**src/hw/plc_pkg.sv**
```systemverilog
package plc_pkg;

  // field positions, top-level label register
  localparam int PLC_FORCE_TRAP_BIT = 62;
  localparam int PLC_ALT_SEL_BIT    = 55;
  localparam int PLC_ROOT_NS_BIT    = 52;
  localparam int PLC_DMG_LSB        = 40;
  localparam int PLC_IMG_LSB        = 32;
  localparam int PLC_DPID_LSB       = 16;
  localparam int PLC_IPID_LSB       = 0;
  localparam int PLC_MG_W           = 8;
  localparam int PLC_PID_W          = 16;

  // field positions, hypervisor label control
  localparam int PLC_ID_TRAP_BIT    = 31;
  localparam int PLC_SHARE_BIT      = 8;
  localparam int PLC_L1MAP_BIT      = 1;
  localparam int PLC_L0MAP_BIT      = 0;

  // implemented bits; everything else reads zero and drops writes
  localparam logic [63:0] PLC_TOP_MASK = 64'h4090_FFFF_FFFF_FFFF;
  localparam logic [63:0] PLC_HYP_MASK = 64'h0000_0000_8000_0103;

  // reset values; alt-space bits are an implementation choice
  localparam logic        PLC_ALT_SEL_RST    = 1'h0;
  localparam logic        PLC_ROOT_NS_RST    = 1'h0;
  localparam logic        PLC_FORCE_TRAP_RST = 1'h1;
  localparam logic        PLC_ID_TRAP_RST    = 1'h1;
  localparam logic [63:0] PLC_TOP_RST =
    (64'(PLC_FORCE_TRAP_RST) << PLC_FORCE_TRAP_BIT) |
    (64'(PLC_ALT_SEL_RST) << PLC_ALT_SEL_BIT) |
    (64'(PLC_ROOT_NS_RST) << PLC_ROOT_NS_BIT);
  localparam logic [63:0] PLC_HYP_RST = 64'(PLC_ID_TRAP_RST) << PLC_ID_TRAP_BIT;

  // system register encodings
  localparam logic [1:0] PLC_OP0_SYS = 2'h3;
  localparam logic [3:0] PLC_CRN_LBL = 4'hA;
  localparam logic [2:0] PLC_OP2_REG = 3'h0;
  localparam logic [2:0] PLC_OP1_TOP = 3'h6;
  localparam logic [3:0] PLC_CRM_TOP = 4'h5;
  localparam logic [2:0] PLC_OP1_HYP = 3'h4;
  localparam logic [3:0] PLC_CRM_HYP = 4'h4;

  localparam logic [5:0]  PLC_SYNDROME = 6'h18;
  localparam logic [11:0] PLC_NV_ADDR  = 12'h930;

  typedef enum logic [1:0] {
    PLC_EL0 = 2'h0,
    PLC_EL1 = 2'h1,
    PLC_EL2 = 2'h2,
    PLC_EL3 = 2'h3
  } plc_el_t;

  typedef enum logic [2:0] {
    PLC_ACC_NONE  = 3'h0,
    PLC_ACC_DONE  = 3'h1,
    PLC_ACC_UNDEF = 3'h2,
    PLC_ACC_TRAP  = 3'h3,
    PLC_ACC_NVMEM = 3'h4
  } plc_outcome_t;

  typedef enum logic [1:0] {
    PLC_SPACE_PRIMARY   = 2'h0,
    PLC_SPACE_ALT       = 2'h1,
    PLC_SPACE_ALT_SEC   = 2'h2,
    PLC_SPACE_ALT_NSEC  = 2'h3
  } plc_space_t;

  typedef struct packed {
    logic        valid;
    logic        write;
    plc_el_t     el;
    logic [1:0]  op0;
    logic [2:0]  op1;
    logic [3:0]  crn;
    logic [3:0]  crm;
    logic [2:0]  op2;
    logic [63:0] wdata;
  } plc_req_t;

  typedef struct packed {
    logic el2_enabled;
    logic root_state;
    logic trap_general_exceptions;
    logic e2h;
    logic nv;
    logic nv2;
    logic halted;
    logic secure_debug_disable;
  } plc_ctx_t;

  typedef struct packed {
    logic         valid;
    plc_outcome_t outcome;
    plc_el_t      target_el;
    logic [5:0]   syndrome;
    logic [11:0]  nv_addr;
    logic [63:0]  rdata;
  } plc_resp_t;

  typedef struct packed {
    plc_space_t            space;
    logic [PLC_MG_W-1:0]   data_monitor_group;
    logic [PLC_MG_W-1:0]   instr_monitor_group;
    logic [PLC_PID_W-1:0]  data_partition_id;
    logic [PLC_PID_W-1:0]  instr_partition_id;
  } plc_label_t;

  typedef struct packed {
    logic el0_from_level1;
    logic level1_map;
    logic level0_map;
    logic id_reg_trap;
  } plc_steer_t;

endpackage : plc_pkg

```
**src/hw/plc_access.sv**
```systemverilog
`timescale 1ns/1ps
module plc_access
  import plc_pkg::*;
(
  // request and context
  input  wire plc_req_t     req,
  input  wire plc_ctx_t     ctx,
  // configuration
  input  wire logic         have_el3,
  input  wire logic         virt_support,
  input  wire logic         force_lower_trap,
  // decision
  output logic              hit_top,
  output logic              hit_hyp,
  output plc_outcome_t      outcome,
  output plc_el_t           target_el
);

  // forced trap to the top level, or undefined when halted with secure debug off
  function automatic plc_outcome_t lower_trap(input logic halted, input logic secure_debug_disable);
    lower_trap = (halted && secure_debug_disable) ? PLC_ACC_UNDEF : PLC_ACC_TRAP;
  endfunction : lower_trap

  wire common_hit = req.valid && (req.op0 == PLC_OP0_SYS) && (req.crn == PLC_CRN_LBL)
                    && (req.op2 == PLC_OP2_REG);
  wire forced     = have_el3 && force_lower_trap;
  wire nv_on      = ctx.el2_enabled && ctx.nv;

  assign hit_top = common_hit && (req.op1 == PLC_OP1_TOP) && (req.crm == PLC_CRM_TOP);
  assign hit_hyp = common_hit && (req.op1 == PLC_OP1_HYP) && (req.crm == PLC_CRM_HYP);

  always_comb begin
    outcome   = PLC_ACC_NONE;
    target_el = PLC_EL3;
    if (hit_top) begin
      outcome = (req.el == PLC_EL3) ? PLC_ACC_DONE : PLC_ACC_UNDEF;
    end else if (hit_hyp) begin
      if (!virt_support) begin
        outcome = PLC_ACC_UNDEF;
      end else begin
        unique case (req.el)
          PLC_EL0: outcome = PLC_ACC_UNDEF;
          PLC_EL1: begin
            if (nv_on && ctx.nv2) begin
              outcome = PLC_ACC_NVMEM;
            end else if (nv_on) begin
              outcome   = forced ? lower_trap(ctx.halted, ctx.secure_debug_disable) : PLC_ACC_TRAP;
              target_el = forced ? PLC_EL3 : PLC_EL2;
            end else begin
              outcome = PLC_ACC_UNDEF;
            end
          end
          PLC_EL2: outcome = forced ? lower_trap(ctx.halted, ctx.secure_debug_disable) : PLC_ACC_DONE;
          PLC_EL3: outcome = PLC_ACC_DONE;
        endcase
      end
    end
  end

endmodule : plc_access

```
**src/hw/plc_regs.sv**
```systemverilog
`timescale 1ns/1ps
// Behaviour
// - alt select bit picks primary/alternative top space
// - root alt bit: 0 secure, 1 non-secure
// - root alt bit matters only in root state
// - top label fields at documented bit positions
// - labels follow register writes, nothing cached
// - top register accessible only at top level
// - hypervisor controls need virtualization and level-2
// - id trap bit traps level-1 id reads
// - id trap bit resets to one
// - label sharing: level-0 uses level-1 register
// - bit 1 maps level-1 partition ids
// - bit 0 maps level-0 ids unless label sharing is in effect or host+tge
// - level-1 hypervisor access: redirect, trap or undefined
// - level-2 hypervisor access: trap, undefined or perform
// - force-lower-trap bit sends lower accesses up
module plc_regs
  import plc_pkg::*;
(
  // clock and reset
  input  wire logic       CORE_CLK,
  input  wire logic       NRST,
  // configuration straps
  input  wire logic       HAVE_EL3,
  input  wire logic       VIRT_SUPPORT_FLAG,
  // system register access
  input  wire plc_req_t   SYSREG_REQ,
  output plc_resp_t       SYSREG_RESP,
  // execution context
  input  wire plc_ctx_t   CTX,
  input  wire plc_el_t    CUR_EL,
  // labels and steering towards the memory system
  output plc_label_t      TOP_LABEL,
  output plc_steer_t      STEER,
  output logic            FORCE_LOWER_TRAP
);

  logic [63:0]  top_reg;
  logic [63:0]  top_next;
  logic [63:0]  hyp_reg;
  logic [63:0]  hyp_next;
  plc_resp_t    resp_reg;
  plc_resp_t    resp_next;
  plc_label_t   label_reg;
  plc_label_t   label_next;
  plc_steer_t   steer_reg;
  plc_steer_t   steer_next;
  logic         hit_top;
  logic         hit_hyp;
  plc_outcome_t outcome;
  plc_el_t      target_el;

  plc_access u_access (
    .req              (SYSREG_REQ),
    .ctx              (CTX),
    .have_el3         (HAVE_EL3),
    .virt_support     (VIRT_SUPPORT_FLAG),
    .force_lower_trap (top_reg[PLC_FORCE_TRAP_BIT]),
    .hit_top          (hit_top),
    .hit_hyp          (hit_hyp),
    .outcome          (outcome),
    .target_el        (target_el)
  );

  // register writes
  wire do_write = SYSREG_REQ.write && (outcome == PLC_ACC_DONE);
  wire wr_top   = do_write && hit_top;
  wire wr_hyp   = do_write && hit_hyp;

  assign top_next = wr_top ? (SYSREG_REQ.wdata & PLC_TOP_MASK) : top_reg;
  assign hyp_next = wr_hyp ? (SYSREG_REQ.wdata & PLC_HYP_MASK) : hyp_reg;

  // field views
  wire alt_sel   = top_reg[PLC_ALT_SEL_BIT];
  wire root_ns   = top_reg[PLC_ROOT_NS_BIT];
  wire id_trap   = hyp_reg[PLC_ID_TRAP_BIT];
  wire share     = hyp_reg[PLC_SHARE_BIT];
  wire l1map_en  = hyp_reg[PLC_L1MAP_BIT];
  wire l0map_en  = hyp_reg[PLC_L0MAP_BIT];

  // hypervisor controls are dead unless both implemented and enabled here
  wire hyp_live  = VIRT_SUPPORT_FLAG && CTX.el2_enabled;
  wire at_el0    = (CUR_EL == PLC_EL0);
  wire at_el1    = (CUR_EL == PLC_EL1);
  wire root_top  = CTX.root_state && (CUR_EL == PLC_EL3);

  // label space of the top level
  wire plc_space_t space_sel =
    !alt_sel ? PLC_SPACE_PRIMARY :
    !root_top ? PLC_SPACE_ALT :
    root_ns ? PLC_SPACE_ALT_NSEC : PLC_SPACE_ALT_SEC;

  always_comb begin
    label_next                     = label_reg;
    label_next.space               = space_sel;
    // fields read from the register and held in label_reg, so a write shows one cycle after the register takes it
    label_next.data_monitor_group  = top_reg[PLC_DMG_LSB +: PLC_MG_W];
    label_next.instr_monitor_group = top_reg[PLC_IMG_LSB +: PLC_MG_W];
    label_next.data_partition_id   = top_reg[PLC_DPID_LSB +: PLC_PID_W];
    label_next.instr_partition_id  = top_reg[PLC_IPID_LSB +: PLC_PID_W];
  end

  wire el0_l1 = hyp_live && !CTX.trap_general_exceptions && share && at_el0;

  always_comb begin
    steer_next                 = steer_reg;
    steer_next.el0_from_level1 = el0_l1;
    steer_next.level1_map      = hyp_live && l1map_en && (at_el1 || el0_l1);
    steer_next.level0_map      = hyp_live && l0map_en && at_el0 && !el0_l1
                                 && !(CTX.e2h && CTX.trap_general_exceptions);
    steer_next.id_reg_trap     = hyp_live && id_trap;
  end

  // answer one cycle after the request
  always_comb begin
    resp_next           = '0;
    resp_next.valid     = SYSREG_REQ.valid;
    resp_next.outcome   = outcome;
    resp_next.target_el = target_el;
    if (outcome == PLC_ACC_TRAP) begin
      resp_next.syndrome = PLC_SYNDROME;
    end
    if (outcome == PLC_ACC_NVMEM) begin
      resp_next.nv_addr = PLC_NV_ADDR;
    end
    if (outcome == PLC_ACC_DONE && !SYSREG_REQ.write) begin
      resp_next.rdata = hit_top ? top_reg : hyp_reg;
    end
  end

  // unknown-reset fields take the same constants; any value is legal there
  always_ff @(posedge CORE_CLK or negedge NRST) begin
    if (!NRST) begin
      top_reg   <= PLC_TOP_RST;
      hyp_reg   <= PLC_HYP_RST;
      resp_reg  <= '0;
      label_reg <= '0;
      steer_reg <= '0;
    end else begin
      top_reg   <= top_next;
      hyp_reg   <= hyp_next;
      resp_reg  <= resp_next;
      label_reg <= label_next;
      steer_reg <= steer_next;
    end
  end

  assign SYSREG_RESP      = resp_reg;
  assign TOP_LABEL        = label_reg;
  assign STEER            = steer_reg;
  assign FORCE_LOWER_TRAP = HAVE_EL3 && top_reg[PLC_FORCE_TRAP_BIT];

endmodule : plc_regs

```
**config.mk**
```make
export PLATFORM = sky130hd
export DESIGN_NAME = plc_regs
export DESIGN_NICKNAME = d
export VERILOG_FILES = /design/src/hw/plc_pkg.sv /design/src/hw/plc_access.sv /design/src/hw/plc_regs.sv
export SDC_FILE = /design/constraint.sdc
export NUM_CORES = 1
export LEC_CHECK = 0
export BUFFER_PORTS_ARGS = -buffer_cell sky130_fd_sc_hd__buf_2
export CAP_MARGIN = 30
export CORE_UTILIZATION = 25
export CTS_CLUSTER_DIAMETER = 200
export DETAILED_ROUTE_END_ITERATION = 8
export GPL_TIMING_DRIVEN = 0
export SKIP_CTS_REPAIR_TIMING = 1
export SLEW_MARGIN = 20
export SYNTH_ARGS = -nofsm -noshare
export SYNTH_HDL_FRONTEND = slang
export SYNTH_SLANG_ARGS = --single-unit
```
**constraint.sdc**
```tcl
create_clock -name CORE_CLK -period 3.1 [get_ports CORE_CLK]
set_input_delay 0.62 -clock CORE_CLK [delete_from_list [all_inputs] [get_ports CORE_CLK]]
set_output_delay 0.62 -clock CORE_CLK [all_outputs]
set_load 0.01 [all_outputs]
```
==> key figures <==
Detailed routing
  • DRC viols: 0
  • WL/cell: approximately 14 um
  • Vias per cell: between 3 and 4
  • Antenna-violating nets left: 0
  • Initial DRC Count: 77
  • Vias: roughly 3,600
  • Router iterations before antenna repair: 3
  • WL final: approximately 13,000 um

Critical path
  • RR Startpoint: top_reg[62]
  • Worst R2R End: hyp_reg[8]
  • CP max FO: 10
  • Reg2reg path depth: 4
  • Slowest library cell on the worst path: nor3_4
  • CP cell instances: buf_2 > nor4b_2 > nand3_1 > nor3_4 > clkbuf_2 > and2_1
  • Arr. time, crit path: ~2.4 ns
  • Required time of the critical path: 3.46 ns
  • Critical path endpoint category: flip-flop
  • Crit Path Category: in -> reg
  • Critical path origin: SYSREG_REQ[65]
  • Worst Setup EP: SYSREG_RESP[44]
  • Setup crit start kind: input port
  • Flop-to-flop setup slack: 1.55 ns
  • Critical path's largest stage delay: around 0.52 ns

Floorplan
  • Area of the die: roughly 25,000 um^2
  • DIE HEIGHT: 157.6 um
  • Core box area: 23,610 um^2
  • Num rows: 56
  • Starting Density: 0.2565
  • Die Width: between 150 and 200 um
  • Ports: approximately 240

Synthesis
  • Simple-gate share of the synthesized area: 0.1029
  • Mapped cell area: between 6000 and 7000 um^2
  • Synth area leaders: dfrtp_1 (69%), mux2_4 (12%), and2_1 (4.9%), buf_4 (3.6%), buf_6 (0.93%)
  • Mux cell area share after synthesis: 0.1333
  • Async set-reset flop share out of synthesis: 1.000
  • Synthesized-area fraction occupied by adder cells: 0
  • Post-Synth XOR/XNOR Area: 0
  • Netlist cell types: 37
  • Main synth FF type: dfrtp_1
  • Largest family of logic cells by synthesized area: multiplexers
  • Largest area contributor in the netlist: dfrtp_1
  • EDFF count, synth: 0
  • Post-Syn Instances: ~380
  • Post-synthesis register bit count: 168
  • Complex-gate fraction of the synthesized area: 0.01302
  • Yosys warning total: 0
  • Top cell type's share of synthesized area: 0.6860
  • Seq/Total Area, Yosys: 0.6946
  • Mean Syn Cell Area: roughly 16 um^2

CTS
  • Total CTS buffers: 17
  • Clock transition at the registers of the reported paths: around 0.07 ns
  • Root Driver: clkbuf_16
  • H-tree depth: 4
  • Clock sinks: between 150 and 200
  • Clock Latency Late Sink: 0.43 ns
  • Clock buffer depth: 2
  • CTS tree: built

STA
  • Worst setup margin: ~1.0 ns
  • Slew Viols, Final: 0
  • Final hold violations: 0
  • Worst-Margin Slew: 0.7278 ns
  • Fin crit share: 0.6671
  • Max Clock Freq: between 400 and 500 MHz
  • # setup viols final: 0
  • Max_slew headroom: 0.5148
  • RSZ-0062 raised after global routing: false
  • Post-layout min period: roughly 2.1 ns
  • Clock skew: around 0.0093 ns

Cells and area
  • Area of the multi-input gates: around 1600 um^2
  • Max FFs per register: between 50 and 60
  • Fill cells: roughly 2,400
  • Layout cells sized above 1: 0.5251
  • Final cell count without fillers: 960
  • Area Overhead vs Synth: 34.88%
  • Register Area: roughly 4200 um^2
  • NumNets Final: ~720

Global routing
  • Global-route wire length before repair: slightly above 20,000 um
  • Pin count of the biggest net entering global routing: 95
  • GRT Util Overall: 0.1128
  • GRT overflow: 0
  • Number of global-route vias before repair: approximately 3,500
  • Initial antenna violation count: 3

Min path
  • Tightest Hold Check Type: in -> async

Placed design
  • DPL Wire Length: a little under 10,000 um
  • Input/output buffers: 198
  • GP Congestion: around 0.7
  • Placed insts: about 900
  • Place WS: between 0.4 and 0.5 ns

Pwr
  • Final Total Pwr: roughly 0.0045 W
  • Worst VDD drop: just under 0.0003 V
  • Switching power: between 0.001 and 0.0015 W
  • Power Dens Cells: ~550 nW/um^2
  • Clk network pwr share: 0.470
  • Leakage: around 4.7 nW
  • Combinational power share: 0.038
  • Reg power frac: 0.492
  • Sw Share: 0.2363
  • Internal power: roughly 0.0034 W

Job
  • Max Cap Violations: 0

Run status
  • Run status: finished clean
## cell usage after synthesis, types with 2 or more instances
library cell,number
dfrtp_1,166
mux2_4,50
and2_1,47
buf_4,29
nand2_1,11
nand3_1,9
a21oi_1,7
clkbuf_2,6
nor2_1,6
buf_6,5
mux2_2,5
inv_1,4
nand4_1,3
nor3_1,3
nor4_1,3
and3_1,2
and4_1,2
and4b_1,2
buf_2,2
conb_1,2
dfstp_2,2
or3_1,2
## placed cells by master, fill, tap and decap left out, types with 2 or more instances in the layout
cell type	instances
clkinvlp_4	2
inv_8	3
and3_1	2
conb_1	26
dfrtp_1	166
inv_1	4
nor3_1	3
dfstp_2	2
nand4_1	3
nand2_1	11
diode_2	3
nand3_1	9
and4_1	2
and2_1	47
clkinv_4	3
buf_6	5
buf_2	199
a21oi_1	7
buf_4	29
or3_1	2
mux2_4	50
clkbuf_16	17
and4b_1	2
clkbuf_2	6
inv_6	4
nor2_1	6
mux2_2	5
nor4_1	3
## kinds of logic (layout without fill, tap and decap cells)
kind of cell | Yosys count | in the layout
other | 2 | 29
muxes | 55 | 55
AOI/OAI and AO/OA | 13 | 13
and+or+nand+nor | 98 | 98
DFF | 168 | 168
buffers and inverters | 47 | 278
## power by group through the flow
| stage | Sequential (W) | Combinational, W | Clock [W] |
|---|---|---|---|
| 4_1_cts | 0.00219 | 0.000175 | 0.00216 |
| 3_5_place_dp | 0.00223 | 0.000174 | 0 |
| 5_1_grt | 0.00219 | 0.000193 | 0.00225 |
| 6_report | 0.00219 | 0.000170 | 0.00210 |
| 2_1_floorplan | 0.00224 | 0.0000584 | 0 |
| 3_3_place_gp | 0.00224 | 0.000167 | 0 |
## per-stage QoR
stage,cell area [um^2],setup TNS (ns),hold slack [ns],utilization
6_report,8168,0,0.1992,0.3459
5_1_grt,8163,0,0.2440,0.3457
4_1_cts,8160,0,0.2375,0.3456
3_5_place_dp,7574,0,0.3771,0.3207
3_3_place_gp,7536,-195.47,0.3729,0.3192
2_1_floorplan,6146,0,0.3244,-
## layout make-up
type | count | area share
Clock buffer | 17 | 0.05208
Sequential cell | 168 | 0.5150
Timing Repair Buffer | 199 | 0.1259
Inverter | 4 | 0.001838
Buffer | 43 | 0.03891
Multi-Input combinational cell | 192 | 0.1967
Clock inverter | 15 | 0.01976
Tap cell | 319 | 0.04887
Antenna cell | 3 | 0.0009191
## critical path: cells and delay by family
| kind | cells | cell delay [ns] |
|---|---|---|
| and+or+nand+nor | 4 | 1.37 |
| buffers and inverters | 2 | 0.43 |
## how the worst min path moves through the flow
stage	from	to	slack (ns)	depth (start not counted)
after floorplan	NRST	STEER[0]	0.32	0
after global placement	top_reg[26]	TOP_LABEL[26]	0.37	0
after detailed placement	top_reg[44]	TOP_LABEL[44]	0.38	0
after CTS	NRST	TOP_LABEL[16]	0.24	1
after global routing	NRST	TOP_LABEL[16]	0.24	1
final	NRST	TOP_LABEL[16]	0.20	1
## layer usage
layer | global-route usage | up-vias | share of wire
met5 | 0 | - | 0
met4 | 0.05086 | 0 | 0.020
met3 | 0.03696 | 18 | 0.071
met2 | 0.1733 | 141 | 0.47
met1 | 0.1438 | 1720 | 0.44
li1 | - | 1722 | -
No activity file was read; power rests on OpenSTA's default activity.
